**config.mk**
```make
export PLATFORM = sky130hd
export DESIGN_NAME = ext_mem_bus_if
export DESIGN_NICKNAME = d
export VERILOG_FILES = /design/src/core/external_memory_interface_pkg.sv /design/src/core/external_memory_interface_pin_sync.sv /design/src/core/ext_mem_bus_if.sv
export SDC_FILE = /design/constraint.sdc
export NUM_CORES = 1
export LEC_CHECK = 0
export ABC_CLOCK_PERIOD_IN_PS = 2800
export BUFFER_PORTS_ARGS = -buffer_cell sky130_fd_sc_hd__buf_2
export CAP_MARGIN = 20
export CELL_PAD_IN_SITES_DETAIL_PLACEMENT = 0
export CELL_PAD_IN_SITES_GLOBAL_PLACEMENT = 1
export CORE_UTILIZATION = 35
export CTS_CLUSTER_SIZE = 20
export DETAILED_ROUTE_END_ITERATION = 10
export PLACE_DENSITY = 0.88
export RECOVER_POWER = 100
export SYNTH_ARGS = -nofsm -noshare
export SYNTH_HDL_FRONTEND = slang
export SYNTH_SLANG_ARGS = --single-unit
```
**constraint.sdc**
```tcl
create_clock -name clk_sys -period 2.8 [get_ports clk_sys]
set_input_delay 0.56 -clock clk_sys [delete_from_list [all_inputs] [get_ports clk_sys]]
set_output_delay 0.56 -clock clk_sys [all_outputs]
set_load 0.02 [all_outputs]
```
**src/core/external_memory_interface_pkg.sv**
```systemverilog
// Purpose: Constants and carrier types for the external memory bus interface.
// Assumes: 16-bit data-space addresses, 8-bit data, internal SRAM ends below 0x1100.
// Notes: Control bits arrive as plain ports; no register bus.
package external_memory_interface_pkg;

    // ****************************************
    // Address map
    // ****************************************
    localparam logic [15:0] EXT_BASE = 16'h1100;
    localparam logic [15:0] SECTOR_STEP = 16'h2000;

    // ****************************************
    // Field positions and reset values
    // ****************************************
    localparam int HIGH_ADDR_W = 8;
    localparam logic [2:0] SECTOR_LIMIT_RST = 3'h0;
    localparam logic [2:0] HIGH_MASK_SEL_RST = 3'h0;
    localparam logic [1:0] WAIT_NONE = 2'h0;
    localparam logic [1:0] WAIT_ONE = 2'h1;
    localparam logic [7:0] BYTE_ZERO = 8'h00;
    localparam logic [15:0] ADDR_ZERO = 16'h0000;
    localparam logic [1:0] WAIT_CNT_RST = 2'h0;

    // ****************************************
    // Types
    // ****************************************
    typedef struct packed {
        logic ext_mem_enable;
        logic legacy_mode;
        logic legacy_wait_state_bit;
        logic [1:0] upper_wait_state_field;
        logic [1:0] lower_wait_state_field;
        logic [2:0] sector_limit_field;
        logic [2:0] high_mask_sel;
        logic bus_keeper_enable;
    } external_memory_interface_cfg_type;

    typedef struct packed {
        logic req;
        logic write;
        logic [15:0] addr;
        logic [7:0] wdata;
    } cpu_req_type;

    typedef struct packed {
        logic [7:0] port_out;
        logic [7:0] port_dir;
    } port_pins_type;

    typedef enum logic [2:0] {
        ST_IDLE = 3'b000,
        ST_ADDR = 3'b001,
        ST_STROBE = 3'b011,
        ST_WAIT = 3'b010,
        ST_END = 3'b110
    } bus_state_type;

endpackage

```
**src/core/external_memory_interface_pin_sync.sv**
```systemverilog
// Purpose: Three-flop synchroniser for the data bus inputs from the pins.
// Assumes: One clock domain, clk_sys.
// Notes: A change counts once the second and third stages agree.
`timescale 1ns/1ps
module external_memory_interface_pin_sync
    import external_memory_interface_pkg::*;
(
    input wire logic clk_sys,
    input wire logic rst_n,
    input wire logic [7:0] pin_in,
    output logic [7:0] pin_sync
);

    logic [7:0] s1_q;
    logic [7:0] s2_q;
    logic [7:0] s3_q;
    logic [7:0] out_q;

    always_ff @(posedge clk_sys) begin
        if (!rst_n) begin
            s1_q <= BYTE_ZERO;
            s2_q <= BYTE_ZERO;
            s3_q <= BYTE_ZERO;
        end else begin
            s1_q <= pin_in;
            s2_q <= s1_q;
            s3_q <= s2_q;
        end
    end

    // Per bit, the output only follows when the last two stages agree.
    always_ff @(posedge clk_sys) begin
        if (!rst_n) begin
            out_q <= BYTE_ZERO;
        end else begin
            out_q <= (s2_q & s3_q) | (out_q & (s2_q | s3_q));
        end
    end

    assign pin_sync = out_q;

endmodule

```
**src/core/ext_mem_bus_if.sv**
```systemverilog
// Purpose: External memory bus interface between the CPU data port and the pins.
// Assumes: The CPU holds req, write, addr and wdata stable until done pulses.
// Notes: Read data returns through a three-flop synchroniser, so reads finish
//        a few cycles after the read strobe rises; see the timing notes below.
`timescale 1ns/1ps
module ext_mem_bus_if
    import external_memory_interface_pkg::*;
(
    input wire logic clk_sys,
    input wire logic rst_n,
    input wire external_memory_interface_cfg_type cfg,
    input wire cpu_req_type cpu_req,
    output logic cpu_done,
    output logic cpu_ext,
    output logic cpu_fault,
    output logic [7:0] cpu_rdata,
    input wire port_pins_type ad_port,
    input wire port_pins_type ha_port,
    input wire port_pins_type ctl_port,
    input wire logic [7:0] muxed_addr_data_bus_in,
    output logic [7:0] muxed_addr_data_bus_out,
    output logic [7:0] muxed_addr_data_bus_oe,
    output logic [7:0] high_address_bus_out,
    output logic [7:0] high_address_bus_oe,
    output logic ale_out,
    output logic rd_n_out,
    output logic wr_n_out,
    output logic [2:0] ctl_oe,
    output logic [7:0] bus_keeper_en
);

    // ****************************************
    // Helper functions
    // ****************************************
    // Upper sector starts at limit * 0x2000; limit 0 means no lower sector.
    function automatic logic in_lower_sector(input logic [15:0] a, input logic [2:0] lim);
        logic [15:0] bound;
        bound = 16'(SECTOR_STEP * {13'd0, lim});
        in_lower_sector = (lim != SECTOR_LIMIT_RST) && (a < bound);
    endfunction

    // Mask selecting how many high address bits are released to the memory.
    function automatic logic [7:0] high_mask(input logic [2:0] sel);
        high_mask = 8'hFF >> sel;
    endfunction

    // ****************************************
    // Configuration after legacy filtering
    // ****************************************
    logic [1:0] wait_sel;
    logic [7:0] hmask;
    logic keeper_on;
    logic req_is_ext;
    logic external_memory_interface_on;

    assign external_memory_interface_on = cfg.ext_mem_enable;
    assign req_is_ext = cpu_req.addr >= EXT_BASE;

    always_comb begin
        if (cfg.legacy_mode) begin
            // Only zero or one wait state, one region, fixed width.
            wait_sel = cfg.legacy_wait_state_bit ? WAIT_ONE : WAIT_NONE;
            hmask = 8'hFF;
        end else begin
            hmask = high_mask(cfg.high_mask_sel);
            if (in_lower_sector(cpu_req.addr, cfg.sector_limit_field)) begin
                wait_sel = cfg.lower_wait_state_field;
            end else begin
                wait_sel = cfg.upper_wait_state_field;
            end
        end
    end

    assign keeper_on = external_memory_interface_on && cfg.bus_keeper_enable && !cfg.legacy_mode;

    // ****************************************
    // Read data synchroniser
    // ****************************************
    logic [7:0] rd_sync;

    external_memory_interface_pin_sync u_sync (
        .clk_sys(clk_sys),
        .rst_n(rst_n),
        .pin_in(muxed_addr_data_bus_in),
        .pin_sync(rd_sync)
    );

    // ****************************************
    // Access sequencer
    // ****************************************
    bus_state_type state_q;
    bus_state_type state_d;
    logic [1:0] wait_cnt_q;
    logic [1:0] wait_len_q;
    logic ext_q;
    logic write_q;
    logic [15:0] addr_q;
    logic [7:0] wdata_q;
    logic [1:0] settle_q;
    logic start;
    logic refuse;
    logic done_q;

    // A request while disabled above the SRAM boundary is refused, never aliased.
    // The done cycle is skipped: the CPU still shows the finished request then, and
    // taking it again would run a second, unwanted access.
    assign start = (state_q == ST_IDLE) && cpu_req.req && !done_q &&
        (external_memory_interface_on || !req_is_ext);
    assign refuse = (state_q == ST_IDLE) && cpu_req.req && !done_q && !start;

    always_comb begin
        state_d = state_q;
        unique case (state_q)
            ST_IDLE: begin
                if (start) begin
                    state_d = external_memory_interface_on ? ST_ADDR : ST_END;
                end
            end
            ST_ADDR: begin
                state_d = ST_STROBE;
            end
            ST_STROBE: begin
                state_d = (wait_cnt_q == wait_len_q) ? ST_WAIT : ST_STROBE;
            end
            ST_WAIT: begin
                state_d = (settle_q == 2'd3 || !ext_q || write_q) ? ST_END : ST_WAIT;
            end
            ST_END: begin
                state_d = ST_IDLE;
            end
            default: begin
                state_d = ST_IDLE;
            end
        endcase
    end

    always_ff @(posedge clk_sys) begin
        if (!rst_n) begin
            state_q <= ST_IDLE;
        end else begin
            state_q <= state_d;
        end
    end

    // Access attributes are captured once, so the pins stay stable for the access.
    always_ff @(posedge clk_sys) begin
        if (!rst_n) begin
            ext_q <= 1'b0;
            write_q <= 1'b0;
            addr_q <= ADDR_ZERO;
            wdata_q <= BYTE_ZERO;
            wait_len_q <= WAIT_CNT_RST;
        end else if (start) begin
            ext_q <= req_is_ext && external_memory_interface_on;
            write_q <= cpu_req.write;
            addr_q <= cpu_req.addr;
            wdata_q <= cpu_req.wdata;
            wait_len_q <= wait_sel;
        end
    end

    always_ff @(posedge clk_sys) begin
        if (!rst_n) begin
            wait_cnt_q <= WAIT_CNT_RST;
        end else if (state_q == ST_STROBE) begin
            wait_cnt_q <= wait_cnt_q + 2'd1;
        end else begin
            wait_cnt_q <= WAIT_CNT_RST;
        end
    end

    // After a read the strobe is released and the synchroniser is allowed to settle.
    always_ff @(posedge clk_sys) begin
        if (!rst_n) begin
            settle_q <= 2'd0;
        end else if (state_q == ST_WAIT) begin
            settle_q <= settle_q + 2'd1;
        end else begin
            settle_q <= 2'd0;
        end
    end

    // ****************************************
    // Pin drive
    // ****************************************
    logic ale_q;
    logic rd_n_q;
    logic wr_n_q;
    logic [7:0] ad_q;
    logic ad_drive_q;
    logic [7:0] ha_q;

    always_ff @(posedge clk_sys) begin
        if (!rst_n) begin
            ale_q <= 1'b0;
        end else begin
            // High for the address cycle; falls at the same edge at which ad_q turns to the write data.
            ale_q <= start && external_memory_interface_on;
        end
    end

    always_ff @(posedge clk_sys) begin
        if (!rst_n) begin
            rd_n_q <= 1'b1;
            wr_n_q <= 1'b1;
        end else begin
            // Strobes only for external accesses; internal ones leave them high.
            // A read keeps its strobe one cycle longer, since the input filter only
            // accepts a byte that it has seen in two samples.
            rd_n_q <= !(ext_q && !write_q &&
                (state_d == ST_STROBE || state_q == ST_STROBE));
            wr_n_q <= !(ext_q && write_q && state_d == ST_STROBE);
        end
    end

    always_ff @(posedge clk_sys) begin
        if (!rst_n) begin
            ad_q <= BYTE_ZERO;
            ad_drive_q <= 1'b0;
            ha_q <= BYTE_ZERO;
        end else if (start && external_memory_interface_on) begin
            ad_q <= cpu_req.addr[7:0];
            ad_drive_q <= 1'b1;
            ha_q <= cpu_req.addr[15:8];
        end else if (state_q == ST_ADDR) begin
            ad_q <= wdata_q;
            ad_drive_q <= write_q;
        end else if (state_q == ST_END) begin
            ad_drive_q <= 1'b0;
        end
    end

    // With bus_keeper_enable set, the keeper holds the last level whenever the enabled interface releases the bus outside legacy mode.
    assign bus_keeper_en = {8{keeper_on && !ad_drive_q}};

    always_comb begin
        if (external_memory_interface_on) begin
            muxed_addr_data_bus_out = ad_q;
            muxed_addr_data_bus_oe = {8{ad_drive_q}};
            high_address_bus_out = (ha_q & hmask) | (ha_port.port_out & ~hmask);
            high_address_bus_oe = hmask | ha_port.port_dir;
            ale_out = ale_q;
            rd_n_out = rd_n_q;
            wr_n_out = wr_n_q;
            ctl_oe = 3'b111;
        end else begin
            muxed_addr_data_bus_out = ad_port.port_out;
            muxed_addr_data_bus_oe = ad_port.port_dir;
            high_address_bus_out = ha_port.port_out;
            high_address_bus_oe = ha_port.port_dir;
            ale_out = ctl_port.port_out[0];
            rd_n_out = ctl_port.port_out[1];
            wr_n_out = ctl_port.port_out[2];
            // Legacy parts treat these three pins as outputs only.
            ctl_oe = cfg.legacy_mode ? 3'b111 : ctl_port.port_dir[2:0];
        end
    end

    // ****************************************
    // CPU answer
    // ****************************************
    logic fault_q;
    logic [7:0] rdata_q;

    always_ff @(posedge clk_sys) begin
        if (!rst_n) begin
            done_q <= 1'b0;
            fault_q <= 1'b0;
            rdata_q <= BYTE_ZERO;
        end else begin
            done_q <= (state_q == ST_END) || refuse;
            fault_q <= refuse;
            if (state_q == ST_WAIT && ext_q && !write_q) begin
                rdata_q <= rd_sync;
            end
        end
    end

    assign cpu_done = done_q;
    assign cpu_fault = fault_q;
    assign cpu_rdata = rdata_q;
    assign cpu_ext = ext_q;

endmodule

```
==> metrics, run 1 <==
status=finished, violations left; failing checks=capacitance limit; initial core utilization=0.364; Final Hold Viols=0; largest net degree at the start of global routing=42; FF-to-FF setup slack=approximately 0.44 ns; gr usage total=0.162; Hold Crit Class=in -> reg; Area Growth Syn to Fin=24.7%; critical path class=in -> reg; synth unique cells=between 40 and 50; Starting DRT DRC Count=between 70 and 80; # IOs=around 160; syn nets=between 400 and 500; WP data arrival=between 2 and 3 ns; worst-path fanout max=35; Syn Area/Cell=roughly 9.7 sq um; drt via density=roughly 4.7; Post-DP HPWL=6100 um; fin nets=601; Rows=36; setup bufs post-CTS=0; area occupied by multi-input gates=1710 sq um; Worst Max-Slew Pin Slew=~1.5 ns; CTS resizes=0; H-tree depth=3; Final GP Congestion=0.765; crit start category=input pin; fin crit period=about 2.4 ns; Congestion Overflow GR=0; leakage power=around 1.9 nW; crit path capture type=register; TritonCTS Buffers=9; layout cells sized above 1=0.259; # Max-Cap Violations=1; initial antenna violation count=0; count of final setup violators=0; unrepaired setup endpoints after global routing=false; Setup Total Neg Slack=0 ns; overall power consumption=~0.0027 W; Crit path required time=3.03 ns; Syn Inst Count=roughly 370; # fillers=1024; global-route track usage on met2=0.287; Syn Std Cell Area=3580 sq um; drt first pass iters=7; clk_lat worst skew=0.35 ns; Top FF cell, synth=dfxtp_1; DR WL/cell=between 10 and 15 um; Most Crowded Layer GR=met2; clk_skew=slightly above 0.01 ns; Peak VDD IR=between 0.3 and 0.4 mV; Post-synth EDFFs=0; vias=3007; Sink Count=81; number of port buffers=~140; register area share after synthesis=0.453; CTS Hold Bufs=0; first-pass GRT wire length=~13000 um; GR Layer Usage met1=0.182; grt met3 use=0.0481; Final Max Slew Viols=0; TritonCTS clock tree=yes; Async SR Flop Fraction=0; period utilisation layout=0.866; chip width=just over 100 um; Clock Pin Slew Worst Setup and Hold Paths=0.10 ns; CTS root buf=clkbuf_8; diode count=0; vias in the first global route=approximately 2800; antenna viol nets, final=0; Max Freq=between 400 and 500 MHz; Ys Warns=0; Post-Route WL=8400 um; Power Density=~600 nW/um^2; core area=9820 sq um; deepest clock path buffer count=2; register area=between 1500 and 2000 sq um; die area=between 10000 and 15000 sq um; drt drc=0; relative slew slack=0.00460; Synth Register Bits=81; chip height=a little over 100 um
[layout by cell type, fill, tap and decap left out, types with 4 or more instances in the layout]
| master | count |
|---|---|
| mux2_2 | 19 |
| inv_1 | 16 |
| nor2_1 | 8 |
| nor2b_1 | 17 |
| o21ai_0 | 31 |
| a21boi_0 | 20 |
| dfxtp_1 | 81 |
| nand2_1 | 20 |
| o211a_1 | 7 |
| mux2i_1 | 23 |
| buf_2 | 87 |
| and2_0 | 9 |
| clkbuf_1 | 59 |
| nor3_1 | 6 |
| a21oi_1 | 4 |
| and2_1 | 18 |
| clkbuf_8 | 9 |
| nand3_1 | 13 |
| nand2b_1 | 8 |
[Yosys cell counts, types with 2 or more instances]
cell	n	share of area
ha_1	3	0.010
nor3b_1	2	0.0042
mux2_2	19	0.060
buf_2	4	0.0056
inv_1	16	0.017
clkbuf_2	2	0.0028
o21a_1	3	0.0063
buf_4	8	0.017
buf_6	3	0.0094
nor3_1	6	0.0084
or2_2	2	0.0035
nand4_1	2	0.0035
dfxtp_1	81	0.45
a21boi_1	7	0.015
nand3b_1	3	0.0063
or3_1	3	0.0052
a32oi_1	2	0.0049
and3_1	2	0.0035
nor2_1	8	0.0084
nand3_1	13	0.018
o211a_1	7	0.020
a21oi_1	4	0.0056
o21ai_0	31	0.043
clkbuf_1	9	0.0094
nor2b_1	17	0.030
mux2i_1	23	0.064
nand2_1	20	0.021
and2_1	27	0.047
a21boi_0	14	0.029
xnor2_1	3	0.0073
nand2b_1	8	0.014
[final cells by class]
type | count | share of cell area
multi-input combinational | 244 | 0.383
sequential | 81 | 0.364
timing repair buffer | 148 | 0.151
tap | 133 | 0.0373
clock buffer | 9 | 0.0278
clock inverter | 7 | 0.0244
inverter | 16 | 0.0135
[routing by layer]
metal  up-vias  share of wire
met5         -              0
met4         0          0.013
li1       1523              -
met1      1388           0.43
met2        87           0.50
met3         9          0.060
[kinds of logic after synthesis]
kind of cell,count (synthesis),share of synthesized area
and+or+nand+nor,120,0.196
DFF,81,0.453
AOI/OAI and AO/OA,76,0.143
buffers and inverters,44,0.0661
muxes,42,0.124
xor gates and xnor gates,3,0.00735
adders and majority gates,3,0.0105
[per-stage QoR]
stage | area, sq um | util | std cells | setup WS (ns) | hold slack (ns)
floorplan | 3580 | - | 369 | 0.372 | 0.390
global placement | 4330 | 0.441 | 622 | 0.432 | 0.414
detailed placement | 4330 | 0.441 | 622 | 0.403 | 0.417
CTS | 4560 | 0.464 | 638 | 0.410 | 0.376
global route | 4460 | 0.454 | 638 | 0.170 | 0.379
finish | 4460 | 0.454 | 638 | 0.375 | 0.403
[registers in the layout, summed over array words and instances, names as in the netlist, 2 cells and up]
signal and count:
ad_q 8, cpu_rdata 8, ha_q 8, settle_q 2, state_q 3, u_sync.pin_sync 8, u_sync.s1_q 8, u_sync.s2_q 8
u_sync.s3_q 8, wait_cnt_q 2, wait_len_q 2, wdata_q 8
[final timing paths]
path	start	to	cells past startpoint
worst min-delay path	muxed_addr_data_bus_in[5]	u_sync.s1_q[5]	2
worst min register to register	u_sync.s1_q[0]	u_sync.s2_q[0]	1
worst max-delay path	cfg[13]	ad_q[1]	4
worst max register to register	state_q[1]	ad_q[1]	3
[power breakdown]
group | leakage [nW] | switching [W] | internal [W]
Clock | 0.118 | 0.000468 | 0.000523
Combinational | 1.12 | 0.000251 | 0.000181
Sequential | 0.661 | 0.0000360 | 0.00121
[worst max-delay path, cell delays in order]
cell	delay, ns
buf_2	0.09
buf_4	0.34
nand4_1	1.05
o211a_1	0.61
No activity file was read; power rests on OpenSTA's default activity.
==> inputs of run 2 (changes only) <==
--- a/config.mk
+++ b/config.mk
@@ -10,10 +10,11 @@
 export CAP_MARGIN = 20
 export CELL_PAD_IN_SITES_DETAIL_PLACEMENT = 0
 export CELL_PAD_IN_SITES_GLOBAL_PLACEMENT = 1
-export CORE_UTILIZATION = 35
+export CORE_UTILIZATION = 36
+export CTS_BUF_LIST = sky130_fd_sc_hd__clkbuf_4 sky130_fd_sc_hd__clkbuf_8
 export CTS_CLUSTER_SIZE = 20
 export DETAILED_ROUTE_END_ITERATION = 10
-export PLACE_DENSITY = 0.88
+export PLACE_DENSITY = 0.9
 export RECOVER_POWER = 100
 export SYNTH_ARGS = -nofsm -noshare
 export SYNTH_HDL_FRONTEND = slang
==> metrics, run 2 (same netlist as run 1, synthesis figures left out) <==
status=complete, no violations; Congestion Overflow GR=0 (unchanged); crit path capture type=output port; critical path's top delay family=buffers and inverters; initial antenna violation count=1 (+1); vias=3025 (+0.60%); TritonCTS Buffers=9 (unchanged); first-pass GRT wire length=12900 um (-1.1%); vias in the first global route=2827 (+1.5%); crit path launch=cfg[12]; gr usage total=0.163 (+0.00147); sum of buffers and inverters on the critical path=3 (+1); die area=10300 sq um (-2.7%); drt first pass iters=4 (-3); worst-path fanout max=9 (-74%); count of final setup violators=0 (unchanged); critical path depth=6 (+2); diode count=0 (unchanged); commonest non-fill, non-tap cell in the layout=buf_2; worst path cell trace=buf_2, inv_1, a21oi_1, o21ai_0, mux2_2, clkbuf_1; worst r2r dst=ad_q[5]; crit start category=input pin; # IOs=155 (unchanged); layout cells sized above 1=0.256 (-0.00345); Post-DP HPWL=6060 um (-0.70%); reg2reg path depth=3 (unchanged); Worst Max-Slew Pin Slew=1.21 ns (-0.285 ns); critical path class=in -> out; drt via density=4.75 (+0.76%); Area Growth Syn to Fin=24.4%; chip width=102 um (-1.4%); chip height=102 um (-1.4%); reg-to-reg startpoint=state_q[1]; clk_skew=0.00867 ns (-0.00141 ns); number of port buffers=144 (unchanged); fin crit period=2.44 ns (+0.0191 ns); leakage power=1.88 nW (-0.88%); drt drc=0 (unchanged); Final GP Congestion=0.763 (-0.31%); antenna viol nets, final=0 (unchanged); H-tree depth=3 (unchanged); Hold Crit Class=in -> reg; relative slew slack=0.192 (+0.187); Setup Total Neg Slack=0 ns (unchanged); CTS root buf=clkbuf_8; Peak VDD IR=0.334 mV (-16%); Clock Pin Slew Worst Setup and Hold Paths=0.09 ns (about the same); Post-Route WL=8220 um (-2.2%); unrepaired setup endpoints after global routing=false; CP peak stage delay=0.31 ns (-0.74 ns); core area=9680 sq um (-1.4%); Max Freq=409 MHz (-0.78%); Slowest-stage cell, CP=a21oi_1; DR WL/cell=12.9 um (-2.0%); CTS Hold Bufs=0 (unchanged); Crit path required time=2.24 ns (-0.79 ns); WP data arrival=1.88 ns (-0.78 ns); Starting DRT DRC Count=53 (-28%); deepest clock path buffer count=2 (unchanged); Worst Setup EP=high_address_bus_out[7]; # Max-Cap Violations=0 (-1); TritonCTS clock tree=yes; Final Hold Viols=0 (unchanged); CTS resizes=0 (unchanged); Sink Count=81 (unchanged); setup bufs post-CTS=0 (unchanged); Power Density=585 nW/um^2 (-2.0%); Final Max Slew Viols=0 (unchanged); period utilisation layout=0.873 (+0.00681); fin nets=601 (unchanged); most frequent cells in the layout=buf_2 (86), dfxtp_1 (81), clkbuf_1 (60); final hold slack=0.407 ns (+0.00476 ns); FF-to-FF setup slack=0.47 ns (+0.03 ns); Rows=36 (unchanged); clk_lat worst skew=0.35 ns (about the same); initial core utilization=0.369 (+0.00508); largest net degree at the start of global routing=36 (-14%)
[run 2: cell types whose count changed in the layout (fill, tap and decap cells not counted)]
cell / delta
clkinv_4: -1
and2_0: +4
clkbuf_1: +1
nor3_4: +1
and2_1: -4
buf_2: -1
nor3_2: -1
clkinv_2: +1
inv_8: -2
clkinvlp_4: +1
[run 2: worst register-to-register path, stage by stage, from the launching register on]
cell and delay [ns]:
dfxtp_1 0.40, nor2_1 0.24, nand4_1 0.98, o211a_1 0.60
[run 2: worst min path at each step]
stage	startpoint	endpoint	depth (start not counted)
2_1_floorplan	write_q	wr_n_q	1
3_3_place_gp	u_sync.s1_q[1]	u_sync.s2_q[1]	1
3_5_place_dp	u_sync.s1_q[3]	u_sync.s2_q[3]	1
4_1_cts	muxed_addr_data_bus_in[1]	u_sync.s1_q[1]	2
5_1_grt	muxed_addr_data_bus_in[2]	u_sync.s1_q[2]	2
6_report	muxed_addr_data_bus_in[1]	u_sync.s1_q[1]	2
[run 2: area by class of cell]
cell class | instances | area [sq um]
clock inverters | 6 | 90.1
clock buffers | 9 | 124
repair buffers | 148 | 671
flip-flops and latches | 81 | 1620
well taps | 133 | 166
multi-input cells | 244 | 1710
inverters | 16 | 60.1
fillers | 954 | 5240
[run 2: report_power, final]
group / internal [W] / total [W] / switching (W)
sequential: 0.00121 / 0.00124 / 0.0000359
combinational: 0.000180 / 0.000431 / 0.000250
clock: 0.000502 / 0.000930 / 0.000428
[run 2: metrics by stage]
step,power (W),instances,utilization,instance area (sq um),worst slack [ns]
finish,0.00260,637,0.459,4450,0.356
global route,0.00274,637,0.459,4450,0.163
CTS,0.00265,637,0.469,4540,0.390
detailed placement,0.00172,622,0.447,4330,0.390
global placement,0.00171,622,0.447,4330,0.435
floorplan,0.00158,369,-,3580,0.372
[run 2: per-layer routing]
| layer | GRT usage | vias up | wire, um | part of all wire |
|---|---|---|---|---|
| met3 | 0.0490 | 14 | 500 | 0.061 |
| li1 | - | 1528 | - | - |
| met2 | 0.290 | 87 | 4120 | 0.50 |
| met4 | 0.0569 | 2 | 98 | 0.012 |
| met5 | 0 | - | 17 | 0.0021 |
| met1 | 0.185 | 1394 | 3480 | 0.42 |
==> inputs of run 3 (changes only) <==
--- a/config.mk
+++ b/config.mk
@@ -10,12 +10,13 @@
 export CAP_MARGIN = 20
 export CELL_PAD_IN_SITES_DETAIL_PLACEMENT = 0
 export CELL_PAD_IN_SITES_GLOBAL_PLACEMENT = 1
-export CORE_UTILIZATION = 36
+export CORE_UTILIZATION = 35
 export CTS_BUF_LIST = sky130_fd_sc_hd__clkbuf_4 sky130_fd_sc_hd__clkbuf_8
 export CTS_CLUSTER_SIZE = 20
 export DETAILED_ROUTE_END_ITERATION = 10
-export PLACE_DENSITY = 0.9
+export PLACE_DENSITY = 0.91
 export RECOVER_POWER = 100
 export SYNTH_ARGS = -nofsm -noshare
 export SYNTH_HDL_FRONTEND = slang
+export SYNTH_HIERARCHICAL = 1
 export SYNTH_SLANG_ARGS = --single-unit
==> metrics, run 3 <==
Peak VDD IR=0.325 mV (-2.6%); TritonCTS clock tree=yes; diode count=0 (unchanged); clk_skew=0.0103 ns (+0.00165 ns); Synth area leaders=dfxtp_1 (47%), mux2_2 (6.2%), nand2_1 (5.9%), o21ai_0 (5.5%), and2_1 (4.5%); met3 wire len=580 um (+16%); Syn Inst Count=392 (+6.2%); Setup Total Neg Slack=0 ns (unchanged); worst-path fanout max=25 (+16); DR WL met2=4670 um (+13%); unrepaired setup endpoints after global routing=false; chip height=101 um (-0.42%); Yosys top cell area share=0.470 (+0.0170); switch share=0.312 (+0.0376); top-count cell post-synth=dfxtp_1; register area share after synthesis=0.470 (+0.0170); Ys Warns=6 (+6); leakage power=1.73 nW (-7.7%); initial core utilization=0.368 (-0.00143); drt drc=0 (unchanged); Congestion Overflow GR=0 (unchanged); cell-internal power=0.00173 W (-8.6%); CTS Hold Bufs=0 (unchanged); Post-synth top cells=dfxtp_1 (81), nand2_1 (54), o21ai_0 (38); Power Density=581 nW/um^2 (-0.74%); critical path class=in -> out; Final Hold Viols=0 (unchanged); drt via density=4.80 (+1.1%); Worst Max-Slew Pin Slew=1.10 ns (-0.107 ns); die area=10200 sq um (-0.83%); Top FF cell, synth=dfxtp_1; Clock Pin Slew Worst Setup and Hold Paths=0.09 ns (about the same); overall power consumption=0.00251 W (-3.6%); DR WL/cell=13.9 um (+7.8%); chip width=101 um (-0.42%); Comb pwr share=0.181 (+0.015); CTS resizes=0 (unchanged); WP data arrival=1.97 ns (+0.09 ns); Max Freq=396 MHz (-3.3%); Post-DP HPWL=6840 um (+13%); TritonCTS Buffers=9 (unchanged); fin crit period=2.53 ns (+0.0835 ns); antenna viol nets, final=0 (unchanged); sequential power share=0.497 (+0.020); vias=3168 (+4.7%); fin nets=627 (+4.3%); fin cells=660 (+3.6%); relative slew slack=0.266 (+0.0738); Post-Route Utilization=0.461 (+0.00184); Area Growth Syn to Fin=25.3%; setup bufs post-CTS=0 (unchanged); status=complete, no violations; final setup margin=0.272 ns (-0.0835 ns); H-tree depth=3 (unchanged); most frequent cells in the layout=buf_2 (89), dfxtp_1 (81), clkbuf_1 (56); synth unique cells=48 (unchanged); Async SR Flop Fraction=0 (unchanged); Starting DRT DRC Count=96 (+81%); drt first pass iters=5 (+1); Setup Slack @ Placement=0.411 ns (+0.0211 ns); Crit path required time=2.24 ns (about the same); # IOs=155 (unchanged); crit start category=input pin; vias in the first global route=2857 (+1.1%); commonest non-fill, non-tap cell in the layout=buf_2; initial antenna violation count=0 (-1); largest net degree at the start of global routing=34 (-5.6%); Final Max Slew Viols=0 (unchanged); Post-synth EDFFs=0 (unchanged); Syn Std Cell Area=3450 sq um (-3.6%); count of final setup violators=0 (unchanged); Sink Count=81 (unchanged); gr usage total=0.177 (+0.0141); area leader, netlist=dfxtp_1; Syn Area/Cell=8.79 sq um (-9.3%); Top Metal Used=met4; placed cell count=644 (+3.5%); met1 wire length=3830 um (+10%); # Max-Cap Violations=0 (unchanged); Final GP Congestion=0.818 (+7.2%); syn nets=493 (+4.9%); core area=9370 sq um (-3.2%); switching power=0.000783 W (+9.7%); clk_lat worst skew=0.37 ns (+0.02 ns); Rows=35 (-2.8%); CTS root buf=clkbuf_8; Post-Route WL=9180 um (+12%); number of port buffers=144 (unchanged); first-pass GRT wire length=13800 um (+6.8%); deepest clock path buffer count=2 (unchanged); crit path capture type=output port; Hold Crit Class=in -> reg; Synth Register Bits=81 (unchanged); layout cells sized above 1=0.262 (+0.00582); clock power share=0.322 (-0.035); period utilisation layout=0.903 (+0.0298)
run 3: power by group through the flow:
stage | logic, W | registers [W] | clock network [W]
global placement | 0.000471 | 0.00127 | 0
detailed placement | 0.000478 | 0.00127 | 0
CTS | 0.000481 | 0.00125 | 0.000837
finish | 0.000455 | 0.00125 | 0.000808
global route | 0.000500 | 0.00126 | 0.000889
floorplan | 0.000311 | 0.00126 | 0
run 3: metal layers:
| layer | GRT usage | up-vias |
|---|---|---|
| met4 | 0.0580 | 0 |
| met3 | 0.0490 | 10 |
| li1 | - | 1600 |
| met5 | 0 | - |
| met1 | 0.200 | 1438 |
| met2 | 0.322 | 120 |
run 3: worst max-delay path, cell delays in order:
cell and delay [ns]:
buf_2 0.21, clkbuf_2 0.48, nand2_1 0.25, o21ai_0 0.16
clkbuf_1 0.30
run 3: area by class of cell:
| cell class | count | area, sq um |
|---|---|---|
| fill | 971 | 5050 |
| sequential | 81 | 1620 |
| multi-input combinational | 267 | 1590 |
| timing repair buffer | 152 | 703 |
| tap | 129 | 161 |
| clock buffer | 9 | 124 |
| clock inverter | 7 | 60.1 |
| inverter | 15 | 56.3 |
run 3: per-stage QoR:
| stage | hold WS, ns | area (sq um) |
|---|---|---|
| finish | 0.393 | 4320 |
| CTS | 0.371 | 4430 |
| detailed placement | 0.415 | 4240 |
| global placement | 0.403 | 4240 |
| global route | 0.376 | 4320 |
| floorplan | 0.397 | 3450 |
run 3: logic make-up (layout without fill, tap and decap cells):
| kind of cell | Yosys count | count (layout) | synth area share |
|---|---|---|---|
| and+or+nand+nor | 143 | 143 | 0.212 |
| muxes | 21 | 21 | 0.0679 |
| buffers and inverters | 44 | 183 | 0.0606 |
| adders and majority gates | 3 | 3 | 0.0109 |
| DFF | 81 | 81 | 0.470 |
| xor gates and xnor gates | 3 | 3 | 0.00762 |
| AOI/OAI and AO/OA | 97 | 97 | 0.171 |
run 3: path summary, 6_finish.rpt:
kind | startpoint | endpoint | slack [ns] | cells past startpoint
hold / removal | muxed_addr_data_bus_in[1] | u_sync/s1_q[1] | 0.39 | 2
hold reg to reg | settle_q[0] | settle_q[0] | 0.42 | 1
setup / recovery | cfg[13] | muxed_addr_data_bus_oe[7] | 0.27 | 5
setup reg to reg | state_q[1] | state_q[1] | 0.52 | 4
